==> config.mk <==
export PLATFORM = sky130hd
export DESIGN_NAME = qdsc_decoder
export DESIGN_NICKNAME = d
export VERILOG_FILES = /design/src/rtl/qdsc_decoder.v /design/src/rtl/qdsc_sync.v
export VERILOG_INCLUDE_DIRS = /design/src /design/src/rtl
export SDC_FILE = /design/constraint.sdc
export NUM_CORES = 1
export LEC_CHECK = 0
export BUFFER_PORTS_ARGS = -buffer_cell sky130_fd_sc_hd__buf_4
export CAP_MARGIN = 25
export CELL_PAD_IN_SITES_DETAIL_PLACEMENT = 1
export CELL_PAD_IN_SITES_GLOBAL_PLACEMENT = 2
export CORE_MARGIN = 1.5
export CORE_UTILIZATION = 34
export CTS_CLUSTER_SIZE = 25
export DETAILED_ROUTE_END_ITERATION = 10
export HOLD_SLACK_MARGIN = 0.08
export PLACE_DENSITY = 0.77
export SLEW_MARGIN = 5
export SYNTH_ARGS = -nofsm -noshare
export SYNTH_HDL_FRONTEND = slang
export SYNTH_SLANG_ARGS = --single-unit
==> constraint.sdc <==
create_clock -name mclk -period 2.6 [get_ports mclk]
set_clock_uncertainty 0.1 [all_clocks]
set_input_delay 0.39 -clock mclk [delete_from_list [all_inputs] [get_ports mclk]]
set_output_delay 0.39 -clock mclk [all_outputs]
set_load 0.05 [all_outputs]
==> src/rtl/qdsc_consts.vh <==
// constants for the quad dac serial command decoder
`ifndef QDSC_CONSTS_VH
`define QDSC_CONSTS_VH

`define QDSC_WORD_BITS     5'd24
`define QDSC_RW_BIT        23
`define QDSC_REG_HI        21
`define QDSC_REG_LO        19
`define QDSC_CH_HI         18
`define QDSC_CH_LO         16

`define QDSC_SEL_FUNC      3'h0
`define QDSC_SEL_DATA      3'h2
`define QDSC_SEL_COARSE    3'h3
`define QDSC_SEL_FINE      3'h4
`define QDSC_SEL_OFFSET    3'h5

`define QDSC_CH_ALL        3'h4

`define QDSC_FN_NOP        3'h0
`define QDSC_FN_CTRL       3'h1
`define QDSC_FN_CLEAR      3'h4
`define QDSC_FN_LOAD       3'h5

`define QDSC_CTL_GND_ADJ   5
`define QDSC_CTL_DIR1      4
`define QDSC_CTL_VAL1      3
`define QDSC_CTL_DIR0      2
`define QDSC_CTL_VAL0      1
`define QDSC_CTL_SDO_DIS   0

`define QDSC_CLEAR_CODE    16'h0000
`define QDSC_DATA_RST      16'h0000
`define QDSC_COARSE_RST    2'h0
`define QDSC_FINE_RST      6'h00
`define QDSC_OFFSET_RST    8'h00
`define QDSC_CTL_RST       6'h00

`endif

==> src/rtl/qdsc_decoder.v <==
// serial command decoder for a quad 16-bit dac: shift register, decode and channel registers
//
// Contract
// RL1 - 24-bit word, msb is read/write flag
// RL2 - bits 21..19 select target register
// RL3 - bits 18..16 select channel, 100 all
// RL4 - function register uses channel field as operation
// RL5 - nop changes nothing, enables readback
// RL6 - control bit 5 enables ground offset adjust
// RL7 - bits 4 and 2 set aux directions
// RL8 - output aux pins drive last value bit
// RL9 - input aux pins read back live level
// RL10 - value writes ignored while pin is input
// RL11 - control bit 0 disables readback output
// RL12 - clear sets all channels to zero code
// RL13 - load copies input values to dac registers
// RL14 - data access carries 16-bit code
// RL15 - coarse gain two bits, default 00
// RL16 - fine gain six bits twos complement
// RL17 - offset eight bits twos complement
// RL18 - host sends zero in bit 22
// RL19 - unlisted selector or function codes ignored
`include "qdsc_consts.vh"
`default_nettype none
module qdsc_decoder (
   input  wire        mclk,
   input  wire        rstn,
   input  wire        sclk,
   input  wire        sync_n,
   input  wire        sdin,
   input  wire [1:0]  aux_in,
   output wire        sdo_out,
   output wire        sdo_oe_n,
   output wire [1:0]  aux_out,
   output wire [1:0]  aux_oe_n,
   output wire [63:0] input_code_flat,
   output wire [63:0] dac_code_flat,
   output wire [7:0]  coarse_flat,
   output wire [23:0] fine_flat,
   output wire [31:0] offset_flat,
   output wire        ground_adj_en,
   output reg         cmd_done
);
   wire [4:0]  pins_s;
   wire        sclk_s;
   wire        sync_s;
   wire        sdin_s;
   wire [1:0]  aux_s;
   reg         sclk_d_reg;
   reg         sync_d_reg;
   reg  [23:0] shift_reg;
   reg  [4:0]  cnt_reg;
   reg  [23:0] rb_reg;
   reg  [23:0] rb_next;
   reg  [5:0]  ctl_reg;
   reg  [15:0] in_reg     [0:3];
   reg  [15:0] dac_reg    [0:3];
   reg  [1:0]  coarse_reg [0:3];
   reg  [5:0]  fine_reg   [0:3];
   reg  [7:0]  offset_reg [0:3];
   reg  [5:0]  ctl_view;
   wire        sclk_fall;
   wire        sclk_rise;
   wire        frame;
   wire        frame_start;
   wire        frame_end;
   wire        exec;
   wire        is_read;
   wire [2:0]  sel;
   wire [2:0]  ch;
   wire [15:0] word_data;
   wire        sel_ok;
   wire        ch_ok;
   wire        fn_ok;
   wire        dir1_new;
   wire        dir0_new;
   integer     i;

   // true when channel index idx is addressed by field c
   function chan_hit;
      input [2:0] c;
      input [1:0] idx;
      begin
         chan_hit = (c == `QDSC_CH_ALL) || (c == {1'b0, idx});
      end
   endfunction

   qdsc_sync #(
      .W   (5),
      .RST (5'h18)
   ) u_sync (
      .clk  (mclk),
      .rstn (rstn),
      .d    ({sclk, sync_n, sdin, aux_in}),
      .q    (pins_s)
   );

   assign sclk_s      = pins_s[4];
   assign sync_s      = pins_s[3];
   assign sdin_s      = pins_s[2];
   assign aux_s       = pins_s[1:0];
   assign sclk_fall   = sclk_d_reg & ~sclk_s;
   assign sclk_rise   = ~sclk_d_reg & sclk_s;
   assign frame       = ~sync_s;
   assign frame_start = sync_d_reg & ~sync_s;
   assign frame_end   = ~sync_d_reg & sync_s;
   assign exec        = frame_end && (cnt_reg == `QDSC_WORD_BITS);                 // [RL1]

   assign is_read   = shift_reg[`QDSC_RW_BIT];                                     // [RL1]
   assign sel       = shift_reg[`QDSC_REG_HI:`QDSC_REG_LO];                        // [RL2]
   assign ch        = shift_reg[`QDSC_CH_HI:`QDSC_CH_LO];                          // [RL3]
   assign word_data = shift_reg[15:0];                                             // [RL14]
   // bit 22 is not checked; the host keeps it zero [RL18]
   assign ch_ok     = (ch <= `QDSC_CH_ALL);
   assign sel_ok    = (sel == `QDSC_SEL_FUNC) || (sel == `QDSC_SEL_DATA) || (sel == `QDSC_SEL_COARSE) ||
                      (sel == `QDSC_SEL_FINE) || (sel == `QDSC_SEL_OFFSET);        // [RL19]
   assign fn_ok     = (ch == `QDSC_FN_NOP) || (ch == `QDSC_FN_CTRL) ||
                      (ch == `QDSC_FN_CLEAR) || (ch == `QDSC_FN_LOAD);             // [RL19]
   assign dir1_new  = word_data[`QDSC_CTL_DIR1];
   assign dir0_new  = word_data[`QDSC_CTL_DIR0];

   // link sampling and serial shift
   always @(posedge mclk or negedge rstn)
   begin
      if (!rstn)
      begin
         sclk_d_reg <= 1'b1;
         sync_d_reg <= 1'b1;
         shift_reg  <= 24'h000000;
         cnt_reg    <= 5'h00;
      end
      else
      begin
         sclk_d_reg <= sclk_s;
         sync_d_reg <= sync_s;
         if (frame_start)
            cnt_reg <= 5'h00;
         else if (frame && sclk_fall)
         begin
            shift_reg <= {shift_reg[22:0], sdin_s};                                // [RL1]
            if (cnt_reg != 5'h1f)
               cnt_reg <= cnt_reg + 5'h01;
         end
      end
   end

   // control word as read back; input pins show their live level
   always @*
   begin
      ctl_view = ctl_reg;
      if (!ctl_reg[`QDSC_CTL_DIR1])
         ctl_view[`QDSC_CTL_VAL1] = aux_s[1];                                      // [RL9]
      if (!ctl_reg[`QDSC_CTL_DIR0])
         ctl_view[`QDSC_CTL_VAL0] = aux_s[0];                                      // [RL9]
   end

   // readback word for a read command
   always @*
   begin
      rb_next = {shift_reg[23:16], 16'h0000};
      if (ch != `QDSC_CH_ALL)
      begin
         case (sel)
            `QDSC_SEL_DATA:   rb_next[15:0] = in_reg[ch[1:0]];
            `QDSC_SEL_COARSE: rb_next[15:0] = {14'h0000, coarse_reg[ch[1:0]]};
            `QDSC_SEL_FINE:   rb_next[15:0] = {10'h000, fine_reg[ch[1:0]]};
            `QDSC_SEL_OFFSET: rb_next[15:0] = {8'h00, offset_reg[ch[1:0]]};
            default:          rb_next[15:0] = 16'h0000;
         endcase
      end
      if ((sel == `QDSC_SEL_FUNC) && (ch == `QDSC_FN_CTRL))
         rb_next[15:0] = {10'h000, ctl_view};
   end

   // readback shifter: loaded by a read, shifted out on rising sclk of the next frame
   always @(posedge mclk or negedge rstn)
   begin
      if (!rstn)
         rb_reg <= 24'h000000;
      else if (exec && is_read && sel_ok && ((sel == `QDSC_SEL_FUNC) ? fn_ok : ch_ok))   // [RL19]
         rb_reg <= rb_next;                                                        // [RL5]
      else if (frame && sclk_rise)
         rb_reg <= {rb_reg[22:0], 1'b0};
   end

   // command execution
   always @(posedge mclk or negedge rstn)
   begin
      if (!rstn)
      begin
         ctl_reg  <= `QDSC_CTL_RST;
         cmd_done <= 1'b0;
         for (i = 0; i < 4; i = i + 1)
         begin
            in_reg[i]     <= `QDSC_DATA_RST;
            dac_reg[i]    <= `QDSC_DATA_RST;
            coarse_reg[i] <= `QDSC_COARSE_RST;                                      // [RL15]
            fine_reg[i]   <= `QDSC_FINE_RST;                                        // [RL16]
            offset_reg[i] <= `QDSC_OFFSET_RST;                                      // [RL17]
         end
      end
      else
      begin
         cmd_done <= exec;
         if (exec && !is_read && sel_ok && ((sel == `QDSC_SEL_FUNC) ? fn_ok : ch_ok))  // [RL19]
         begin
            if (sel == `QDSC_SEL_FUNC)                                             // [RL4]
            begin
               case (ch)
                  `QDSC_FN_CTRL:
                  begin
                     ctl_reg[`QDSC_CTL_GND_ADJ] <= word_data[`QDSC_CTL_GND_ADJ];   // [RL6]
                     ctl_reg[`QDSC_CTL_DIR1]    <= dir1_new;                       // [RL7]
                     ctl_reg[`QDSC_CTL_DIR0]    <= dir0_new;                       // [RL7]
                     if (dir1_new)
                        ctl_reg[`QDSC_CTL_VAL1] <= word_data[`QDSC_CTL_VAL1];      // [RL10]
                     if (dir0_new)
                        ctl_reg[`QDSC_CTL_VAL0] <= word_data[`QDSC_CTL_VAL0];      // [RL10]
                     ctl_reg[`QDSC_CTL_SDO_DIS] <= word_data[`QDSC_CTL_SDO_DIS];   // [RL11]
                  end
                  `QDSC_FN_CLEAR:
                     for (i = 0; i < 4; i = i + 1)
                     begin
                        in_reg[i]  <= `QDSC_CLEAR_CODE;                            // [RL12]
                        dac_reg[i] <= `QDSC_CLEAR_CODE;                            // [RL12]
                     end
                  `QDSC_FN_LOAD:
                     for (i = 0; i < 4; i = i + 1)
                        dac_reg[i] <= in_reg[i];                                   // [RL13]
                  default: ;                                                       // [RL5] [RL19]
               endcase
            end
            else
            begin
               for (i = 0; i < 4; i = i + 1)
               begin
                  if (chan_hit(ch, i[1:0]))                                        // [RL3]
                  begin
                     case (sel)
                        `QDSC_SEL_DATA:   in_reg[i]     <= word_data;              // [RL14]
                        `QDSC_SEL_COARSE: coarse_reg[i] <= word_data[1:0];         // [RL15]
                        `QDSC_SEL_FINE:   fine_reg[i]   <= word_data[5:0];         // [RL16]
                        `QDSC_SEL_OFFSET: offset_reg[i] <= word_data[7:0];         // [RL17]
                        default: ;
                     endcase
                  end
               end
            end
         end
      end
   end

   assign sdo_out       = rb_reg[23];
   assign sdo_oe_n      = ctl_reg[`QDSC_CTL_SDO_DIS];                              // [RL11]
   assign aux_out       = {ctl_reg[`QDSC_CTL_VAL1], ctl_reg[`QDSC_CTL_VAL0]};      // [RL8]
   assign aux_oe_n      = {~ctl_reg[`QDSC_CTL_DIR1], ~ctl_reg[`QDSC_CTL_DIR0]};    // [RL7]
   assign ground_adj_en = ctl_reg[`QDSC_CTL_GND_ADJ];                              // [RL6]

   genvar g;
   generate
      for (g = 0; g < 4; g = g + 1)
      begin : g_flat
         assign input_code_flat[16*g+15:16*g] = in_reg[g];
         assign dac_code_flat[16*g+15:16*g]   = dac_reg[g];
         assign coarse_flat[2*g+1:2*g]        = coarse_reg[g];
         assign fine_flat[6*g+5:6*g]          = fine_reg[g];
         assign offset_flat[8*g+7:8*g]        = offset_reg[g];
      end
   endgenerate
endmodule
`default_nettype wire

==> src/rtl/qdsc_sync.v <==
// two flip-flop synchroniser for pins entering the mclk domain
`default_nettype none
module qdsc_sync #(
   parameter W = 1,
   parameter [W-1:0] RST = {W{1'b0}}
) (
   input  wire         clk,
   input  wire         rstn,
   input  wire [W-1:0] d,
   output wire [W-1:0] q
);
   reg [W-1:0] meta_reg;
   reg [W-1:0] sync_reg;

   always @(posedge clk or negedge rstn)
   begin
      if (!rstn)
      begin
         meta_reg <= RST;
         sync_reg <= RST;
      end
      else
      begin
         meta_reg <= d;
         sync_reg <= meta_reg;
      end
   end

   assign q = sync_reg;
endmodule
`default_nettype wire

==> impl_results.md, run 1 <==
* Mean area per synthesized cell at 12.73 sq um
* I/O Buffers at 206
* Crit path max fanout at 8
* Slew Limit Headroom at 0.5708
* H-Tree Depth at 1
* Worst VDD drop at 0.3124 mV
* Final hold vios at 0
* Cell family with most CP delay: simple AND/OR/NAND/NOR gates
* TritonCTS Sinks at 264
* CTS Buf Count at 29
* Most used cell, CP: or3_4
* Vias per cell at 5.056
* Worst path cell trace: inv_2 > ha_4 > nand4b_4 > or3_4 > or3_4 > nor3_4 > clkbuf_16 > mux2_4
* First-pass GRT wire length at 54710 microns
* DRC viols at 0
* Final core area utilization at 0.4504
* Worst Path Required at 2.93 ns
* Final setup fails at 0
* FP Rows at 67
* Post-synthesis cell area at 11560 sq um
* Syn nets at 918
* Core Area at 33530 sq um
* Routed length per instance at 22.04 microns
* Die area at roughly 35000 sq um
* Critical path endpoint category: flop
* Setup CP Type: flop to flop
* Clk buf depth at 3
* Multi-input gate area at 4703 sq um
* Status: finished, final reports clean
* Tcrit/Tclk final at 0.9952
* Post-synthesis cell type count at 50
* Startpoint types: flop
* Largest net degree at the start of global routing at 89
* Synth async-reset ratio at 1.000
* Final min period at approximately 2.6 ns
* Total power at 8.846 mW
* Final GP Congestion at 0.8115
* Worst slew pin tran at 0.6425 ns
* CTS Root Cell: clkbuf_16
* GRT Util Overall at 0.2016
* Worst path bufs/invs at 2
* Die width at 187.4 microns
* Clk_lat worst skew at 0.54 ns
* Global route overflow at 0
* Nets at 1151
* Crit-path slowest cell: or3_4
* Design area at 15100 sq um
* Tightest Hold Check Type: flop to flop
* Reg clk slew, reported paths at about 0.06 ns
* Post-synth EDFFs at 0
* Share of cells above drive strength 1 at 0.4480
* Hold_ws at 0.2535 ns
* Final wirelength at 35510 microns
* Fillers at 3575
* Fmax at 386.5 MHz
* Initial antenna violation count at 0
* Max Cap Viol at 0
* Crit path arrival time at 2.91 ns
* Via count at 8145
* Chip Height at 187.4 microns
* CTS tree: yes
* Count of final max-slew check failures at 0
* RSZ-0062 raised after global routing: true
* Post-detail-place hpwl at 25510 microns
* 1st-iter DRT viols at 514
* Initial Utilization at 0.3447
* Power Dens Cells at about 600 nW/um^2
* Router iterations before antenna repair at 4
* ANT nets after route at 0
* Vias in the first global route at roughly 8700
* Placement Cell Area at 13920 sq um
* IO Pins at 207
* FF+latch count, synth at approximately 260
* Warnings from Yosys at 0
* Gate Count Post-Synth at roughly 910
* Register Area at between 6000 and 7000 sq um
* Pleak at just over 7 nW
* Slowest stage delay, CP at ~0.43 ns
* Register area share after synthesis at 0.5721
* Synth Flop Type: dfrtp_1
* Antenna cell count at 0
* Area Overhead vs Synth at 30.64%
[cell families (layout without fill, tap and decap cells)]
group,after synthesis,in the layout,synth area share
AOI/OAI and AO/OA,114,114,0.05910
xor gates and xnor gates,6,6,0.004547
adders and majority gates,3,3,0.003247
buffers and inverters,68,323,0.02782
DFF,264,264,0.5721
muxes,202,202,0.2310
and+or+nand+nor,251,251,0.1022
[cell type report]
cell class	count	share of cell area
clock buffer	42	0.05659
sequential	264	0.4381
tap	448	0.03712
timing repair buffer	264	0.1447
inverter	6	0.001491
multi-input combinational	576	0.3114
clock inverter	11	0.01060
[through the flow]
stage	setup WS (ns)	setup TNS (ns)	instances
finish	0.01255	0	1611
global placement	0.1147	0	1546
global route	-0.05219	-0.4058	1611
detailed placement	0.07895	0	1546
CTS	0.05984	0	1605
floorplan	0.002937	0	908
[power breakdown]
group	switching, mW	internal [mW]	leakage [nW]	total, mW
Combinational	0.128	0.0934	3.07	0.221
Clock	1.67	2.66	0.497	4.34
Sequential	0.134	4.15	3.64	4.29
Total	1.94	6.91	7.21	8.85
[worst paths after layout]
kind	slack (ns)	endpoint	start	depth (start not counted)
worst max-delay path	0.01	input_code_flat[44]$_DFFE_PN0P_	cnt_reg[0]$_DFFE_PN0P_	8
worst min-delay path	0.25	u_sync.q[1]$_DFF_PN0_	u_sync.meta_reg[1]$_DFF_PN0_	0
worst max register to register	0.01	input_code_flat[44]$_DFFE_PN0P_	cnt_reg[0]$_DFFE_PN0P_	8
worst min register to register	0.25	u_sync.q[1]$_DFF_PN0_	u_sync.meta_reg[1]$_DFF_PN0_	0
max in group asynchronous	1.34	dac_code_flat[1]$_DFFE_PN0P_	rstn	3
min in group asynchronous	0.30	offset_flat[18]$_DFFE_PN0P_	rstn	2
[layout by cell type (no fill, tap or decap), types with 3 or more instances in the layout]
master	count
nor3b_1	3
and3_1	10
buf_12	13
mux2_4	26
buf_4	243
nand4_1	6
clkbuf_16	30
o21ai_0	69
a21oi_1	9
a22oi_1	8
a221oi_1	4
xnor2_1	3
clkbuf_1	5
mux2_2	132
a211oi_1	3
xor2_1	3
mux4_2	30
dlygate4sd3_1	6
nand2b_1	4
nand2_1	158
bufinv_16	4
clkinv_2	5
o22ai_1	3
nor2b_1	27
nor2_1	19
clkbuf_8	8
dfstp_2	6
a221o_1	8
mux2i_1	14
inv_1	4
nor3_1	4
dfrtp_1	256
[routing by layer]
metal / vias to the layer above / global-route usage / routed length (microns) / share of wire
met5: - / 0 / 0 / 0
met4: 0 / 0.04985 / 782 / 0.022
met3: 43 / 0.03790 / 1748 / 0.049
met2: 186 / 0.3150 / 16410 / 0.46
met1: 4257 / 0.2896 / 16570 / 0.47
li1: 3659 / - / - / -
[synth_stat cells, types with 4 or more instances]
master    instances  share of area
mux4_2           30          0.058
nor3_1            5         0.0022
o21ai_0          69          0.030
inv_1             6         0.0019
mux2_2          138           0.13
a22oi_1           8         0.0052
a221oi_1          4         0.0030
nor2b_1          28          0.015
nand2b_1          4         0.0022
mux2i_1          14          0.012
clkbuf_1         45          0.015
nand4_1           6         0.0032
a221o_1           8         0.0069
buf_4             4         0.0026
mux2_4           20          0.026
buf_2             9         0.0039
nor2_1           21         0.0068
and3_1           10         0.0054
nand2_1         159          0.052
a21oi_1           9         0.0039
dfstp_2           6          0.014
dfrtp_1         258           0.56
[repair_timing]
| item | CTS | global route |
|---|---|---|
| setup buffers | 0 | 5 |
| hold buffers | 6 | 0 |
| endpoints found under the hold margin | 63 | 0 |
| endpoints found under the setup margin | 0 | 55 |
| resized for setup | 0 | 12 |
[worst reg2reg max path, delay by kind of cell, from the launching register on]
kind / cells / cell delay [ns]
adders and majority gates: 1 / 0.14
buffers and inverters: 2 / 0.33
DFF: 1 / 0.41
and+or+nand+nor: 4 / 1.18
muxes: 1 / 0.31
(Power assumes the default switching activity.)
==> inputs of run 2 (changes only) <==
--- a/config.mk
+++ b/config.mk
@@ -6,12 +6,11 @@
 export SDC_FILE = /design/constraint.sdc
 export NUM_CORES = 1
 export LEC_CHECK = 0
+export ABC_AREA = 1
 export BUFFER_PORTS_ARGS = -buffer_cell sky130_fd_sc_hd__buf_4
 export CAP_MARGIN = 25
-export CELL_PAD_IN_SITES_DETAIL_PLACEMENT = 1
-export CELL_PAD_IN_SITES_GLOBAL_PLACEMENT = 2
 export CORE_MARGIN = 1.5
-export CORE_UTILIZATION = 34
+export CORE_UTILIZATION = 50
 export CTS_CLUSTER_SIZE = 25
 export DETAILED_ROUTE_END_ITERATION = 10
 export HOLD_SLACK_MARGIN = 0.08
==> impl_results.md, run 2 <==
* Syn nets at about 1300
* Antenna cell count at 0
* Final setup fails at 0
* Slew Limit Headroom at 0.5720
* Vias per cell at 5.534
* Final hold vios at 0
* First-pass GRT wire length at 52790 microns
* Post-detail-place hpwl at 23290 microns
* Final min period at 2.384 ns
* I/O Buffers at 206
* Placement Cell Area at 13090 sq um
* H-Tree Depth at 1
* Die area at 23380 sq um
* Crit path max fanout at 12
* Global route overflow at 0
* Crit-path slowest cell: nand3_1
* Setup CP Type: flop to flop
* Final core area utilization at 0.6413
* Fmax at about 420 MHz
* Worst Path Required at 2.89 ns
* Vias in the first global route at 9535
* CP Launch Point: shift_reg[17]$_DFFE_PN0P_
* Reg clk slew, reported paths at 0.06 ns
* ANT nets after route at 0
* Most numerous cell in the Yosys netlist: nand2_1
* Psw at 2.444 mW
* Router iterations before antenna repair at 8
* Most common cell after layout, fill and taps aside: nand2_1
* Clk pwr share at 0.426
* Crit path arrival time at 2.68 ns
* Pleak at 6.820 nW
* Via count at 10020
* Yosys top cell by area: dfrtp_1
* DRC viols at 17
* Cell family with most CP delay: simple AND/OR/NAND/NOR gates
* Worst VDD drop at just over 0.5 mV
* Flop pwr share at 0.469
* Startpoint types: flop
* Total power at 9.198 mW
* CTS Root Cell: clkbuf_16
* Synth async-reset ratio at 1.000
* Post-synthesis cell area at 11240 sq um
* Nets at 1522
* Failing checks: DRC
* Core Area at about 22000 sq um
* Yosys top cell area share at 0.5745
* Clk buf depth at 3
* Fillers at 1836
* Design area at 14080 sq um
* Mean area per synthesized cell at between 8 and 9 sq um
* Register area share after synthesis at 0.5886
* Worst path cell trace: buf_4 > inv_2 > nand2_1 > buf_4 > o21ai_1 > nand3_1 > nand2_1 > o21ai_1
* Max Cap Viol at 0
* Area Overhead vs Synth at 25.31%
* CTS tree: yes
* Chip Height at 152.9 microns
* Internal power at 6.754 mW
* FF+latch count, synth at 264
* Hold_ws at about 0.25 ns
* Most frequent cells in the layout: nand2_1 (551), dfrtp_1 (258), buf_4 (232)
* Final wirelength at 33140 microns
* FP Rows at 54
* CTS Buf Count at 28
* FF-to-FF Start: shift_reg[17]$_DFFE_PN0P_
* Initial antenna violation count at 0
* Critical path endpoint category: flop
* Warnings from Yosys at 0
* IO Pins at a little over 200
* Comb power frac at 0.105
* Routed length per instance at 18.30 microns
* Clk_lat worst skew at 0.54 ns
* Switching part of the total at 0.2657
* Status: complete, but fails checks
* Final GP Congestion at 0.8799
* Die width at 152.9 microns
* TritonCTS Sinks at about 260
* Worst slew pin tran at roughly 0.64 ns
* Post-synthesis cell type count at 33
* GRT Util Overall at 0.2839
* RSZ-0062 raised after global routing: true
* Initial Utilization at 0.5117
* Tightest Hold Check Type: flop to flop
* Top cells by count, synth: nand2_1 (551), dfrtp_1 (258), o21ai_1 (117)
* Top post-synthesis cells by area: dfrtp_1 (57%), nand2_1 (18%), o21ai_1 (5.2%), o21ai_0 (4.5%), nand3_1 (2.0%)
* Setup TNS at 0 ns
* Hold Crit Start: u_sync.meta_reg[0]$_DFF_PN0_
* Gate Count Post-Synth at ~1300
* Power Dens Cells at 653.2 nW/um^2
* Slowest stage delay, CP at 0.48 ns
* Count of final max-slew check failures at 0
* Synth Flop Type: dfrtp_1
* Largest net degree at the start of global routing at 124
* Tcrit/Tclk final at 0.9171
* Worst path bufs/invs at 3
* 1st-iter DRT viols at 955
* Share of cells above drive strength 1 at 0.2038
* Post-synth EDFFs at 0
==> run 2: changes by cell type in the layout (fill, tap and decap cells not counted), sizes merged, moves of 6 or more <==
cell    previous run  this run
mux2i             14         0
o211ai             1         7
and3              10         0
mux4              30         0
buf              257       237
nor2              21        41
inv                6        46
nand4              6        20
nor2b             28         0
o21ai             70       218
nand3              0        51
nand2            159       552
a221o              8         0
mux2             158         7
==> run 2: through the flow <==
stage / worst slack, ns / instances
2_1_floorplan: 0.6795 / 1309
3_3_place_gp: 0.1949 / 1756
3_5_place_dp: 0.05959 / 1756
4_1_cts: 0.03759 / 1811
5_1_grt: -0.01983 / 1811
6_report: 0.2155 / 1811
==> run 2: timing repair <==
| action | CTS | global route |
|---|---|---|
| hold buffers | 6 | 0 |
| buffers inserted | 0 | 0 |
| endpoints found under the setup margin | 0 | 45 |
| hold endpoints to repair | 63 | 0 |
| resized for setup | 0 | 4 |
==> run 2: final timing paths <==
check	slack (ns)	end	cells past startpoint
min in group asynchronous	0.27	dac_code_flat[43]$_DFFE_PN0P_	2
worst max register to register	0.22	fine_flat[6]$_DFFE_PN0P_	8
worst min-delay path	0.25	u_sync.q[0]$_DFF_PN0_	0
max in group asynchronous	1.27	rb_reg[15]$_DFFE_PN0P_	3
worst max-delay path	0.22	fine_flat[6]$_DFFE_PN0P_	8
worst min register to register	0.25	u_sync.q[0]$_DFF_PN0_	0
==> run 2: layer usage <==
layer / global-route usage / wire [microns]
met5: 0 / 0
met4: 0.09290 / 1023
met3: 0.05585 / 3226
met2: 0.4412 / 15070
met1: 0.4033 / 13820
==> run 2: power groups by stage <==
stage / Sequential [mW] / Clock (mW) / Combinational (mW)
4_1_cts: 4.31 / 3.96 / 0.948
3_5_place_dp: 4.38 / 0 / 0.936
2_1_floorplan: 4.36 / 0 / 0.524
6_report: 4.31 / 3.92 / 0.964
3_3_place_gp: 4.38 / 0 / 0.921
5_1_grt: 4.32 / 4.14 / 1.05
==> run 2: kinds of logic (layout without fill, tap and decap cells) <==
kind of cell | Yosys count | in the layout | synth area share
adders and majority gates | 3 | 3 | 0.003341
and+or+nand+nor | 671 | 671 | 0.2408
muxes | 7 | 7 | 0.007015
DFF | 264 | 264 | 0.5886
buffers and inverters | 117 | 339 | 0.04654
AOI/OAI and AO/OA | 247 | 247 | 0.1137
==> run 2: final cells by class <==
class                   instances  area (sq um)  share of cell area
flip-flops and latches        264          6614              0.4697
multi-input cells             928          4115              0.2923
repair buffers                243          1904              0.1352
clock buffers                  42         833.3             0.05918
well taps                     280         350.3             0.02488
inverters                      47         178.9             0.01271
clock inverters                 7         85.08            0.006042
==> inputs of run 3 (changes only) <==
--- a/config.mk
+++ b/config.mk
@@ -10,11 +10,12 @@
 export BUFFER_PORTS_ARGS = -buffer_cell sky130_fd_sc_hd__buf_4
 export CAP_MARGIN = 25
 export CORE_MARGIN = 1.5
-export CORE_UTILIZATION = 50
+export CORE_UTILIZATION = 40
 export CTS_CLUSTER_SIZE = 25
 export DETAILED_ROUTE_END_ITERATION = 10
 export HOLD_SLACK_MARGIN = 0.08
-export PLACE_DENSITY = 0.77
+export PLACE_DENSITY = 0.64
+export SETUP_SLACK_MARGIN = 0.1
 export SLEW_MARGIN = 5
 export SYNTH_ARGS = -nofsm -noshare
 export SYNTH_HDL_FRONTEND = slang
==> impl_results.md, run 3 (synthesized netlist as in run 2, its figures left out) <==
* GRT Util Overall at 0.2363
* Reg clk slew, reported paths at ~0.060 ns
* FP Rows at 61
* Core Area at approximately 28000 sq um
* Fmax at 440.5 MHz
* Crit-path slowest cell: dfrtp_1
* Router iterations before antenna repair at 5
* Worst Path Required at 2.90 ns
* Largest net degree at the start of global routing at between 100 and 150
* Cell family with most CP delay: simple AND/OR/NAND/NOR gates
* CTS tree: yes
* DRC viols at 0
* Setup TNS at 0 ns
* M2 GR Usage at 0.3668
* I/O Buffers at 206
* Post-detail-place hpwl at roughly 24000 microns
* Final min period at 2.270 ns
* Critical path endpoint category: flop
* Clk buf depth at 3
* Setup CP Type: flop to flop
* Most frequent cells in the layout: nand2_1 (551), dfrtp_1 (258), buf_4 (234)
* Power Dens Cells at 669.3 nW/um^2
* Nets at ~1500
* Final core area utilization at 0.5189
* Design area at 14380 sq um
* Worst path cell trace: inv_1 > ha_1 > nand2_1 > inv_1 > nand3_1 > nor3_2 > nand2_1 > inv_4 > nand3_1 > nand2_1 > o21ai_1
* Tcrit/Tclk final at 0.8731
* Initial Utilization at 0.4056
* TritonCTS Sinks at 264
* Final hold vios at 0
* Post-CTS Setup Bufs at 0
* Tightest Hold Check Type: flop to flop
* Met3 GRT Util at 0.04025
* Startpoint types: flop
* Slew Limit Headroom at 0.5366
* Most used cell, CP: nand2_1
* Final wirelength at roughly 35000 microns
* IO Pins at 207
* Via count at 9865
* Die width at roughly 170 microns
* Clk_lat worst skew at 0.54 ns
* Fin cells at 1917
* Met1 Use GR at 0.3407
* Worst VDD drop at 0.4640 mV
* Crit path arrival time at 2.57 ns
* Most common cell after layout, fill and taps aside: nand2_1
* Vias per cell at 5.146
* Worst path bufs/invs at 3
* Place WS at 0.1279 ns
* Global route overflow at 0
* Final worst slack at 0.3298 ns
* Area Overhead vs Synth at 27.93%
* Slowest stage delay, CP at around 0.39 ns
* Die area at 29110 sq um
* Count of final max-slew check failures at 0
* Initial antenna violation count at 0
* Final setup fails at 0
* CTS Root Cell: clkbuf_16
* H-Tree Depth at 1
* Worst slew pin tran at 0.6943 ns
* CTS Buf Count at 28
* ANT nets after route at 0
* Status: finished, final reports clean
* Vias in the first global route at 9076
* Routed length per instance at approximately 18 microns
* Placement Cell Area at 13260 sq um
* Max Cap Viol at 0
* Crit path max fanout at 21
* First-pass GRT wire length at 53140 microns
* GRT busiest layer: met2
* Antenna cell count at 0
* Final GP Congestion at between 0.8 and 0.9
* Pleak at 6.917 nW
* Share of cells above drive strength 1 at 0.2105
* Placed cell count at about 1900
* Chip Height at 170.6 microns
* RSZ-0062 raised after global routing: false
* 1st-iter DRT viols at 935
-- run 3: final cells by class --
cell class / count / area, sq um
Inverter: 47 / 178.9
Fill cell: 2587 / 13330
Timing Repair Buffer: 248 / 1984
Clock buffer: 41 / 850.8
Tap cell: 378 / 473.0
Clock inverter: 11 / 158.9
Sequential cell: 264 / 6614
Multi-Input combinational cell: 928 / 4115
-- run 3: path summary, 6_finish.rpt --
| check | from | cells after the start | endpoint | slack [ns] |
|---|---|---|---|---|
| worst max-delay path | cnt_reg[1]$_DFFE_PN0P_ | 11 | fine_flat[12]$_DFFE_PN0P_ | 0.33 |
| worst min-delay path | u_sync.meta_reg[2]$_DFF_PN0_ | 0 | u_sync.q[2]$_DFF_PN0_ | 0.25 |
| worst max register to register | cnt_reg[1]$_DFFE_PN0P_ | 11 | fine_flat[12]$_DFFE_PN0P_ | 0.33 |
| worst min register to register | u_sync.meta_reg[2]$_DFF_PN0_ | 0 | u_sync.q[2]$_DFF_PN0_ | 0.25 |
| max in group asynchronous | rstn | 3 | u_sync.q[4]$_DFF_PN1_ | 1.37 |
| min in group asynchronous | rstn | 2 | dac_code_flat[40]$_DFFE_PN0P_ | 0.30 |
-- run 3: repair_timing --
| item | 4_1_cts | 5_1_grt |
|---|---|---|
| endpoints found under the setup margin | 1 | 113 |
| resized for setup | 1 | 4 |
| cloned | 0 | 1 |
| hold buffers | 6 | 0 |
| endpoints found under the hold margin | 62 | 0 |
-- run 3: layer usage --
metal  up-vias  routed length, microns
met5         -                       0
met4         0                     894
met3        55                    2579
met2       413                   15390
met1      4718                   15690
li1       4679                       -
-- run 3: per-stage QoR --
step / hold WS, ns / power [mW]
after CTS: 0.2565 / 9.668
final: 0.2504 / 9.622
after global placement: 0.2348 / 5.347
after floorplan: -0.005591 / 4.885
after global routing: 0.2586 / 9.936
after detailed placement: 0.2432 / 5.364
-- run 3: report_power, final --
part	switching (mW)	internal, mW	total [mW]
clock	1.65	2.66	4.31
sequential	0.0965	4.22	4.32
combinational	0.759	0.237	0.996
-- run 3: worst register-to-register path, cell delays in order, from the launching register on --
cell and delay, ns:
dfrtp_1 0.39, inv_1 0.08, ha_1 0.14, nand2_1 0.05
inv_1 0.06, nand3_1 0.12, nor3_2 0.17, nand2_1 0.13
inv_4 0.25, nand3_1 0.40, nand2_1 0.16, o21ai_1 0.07
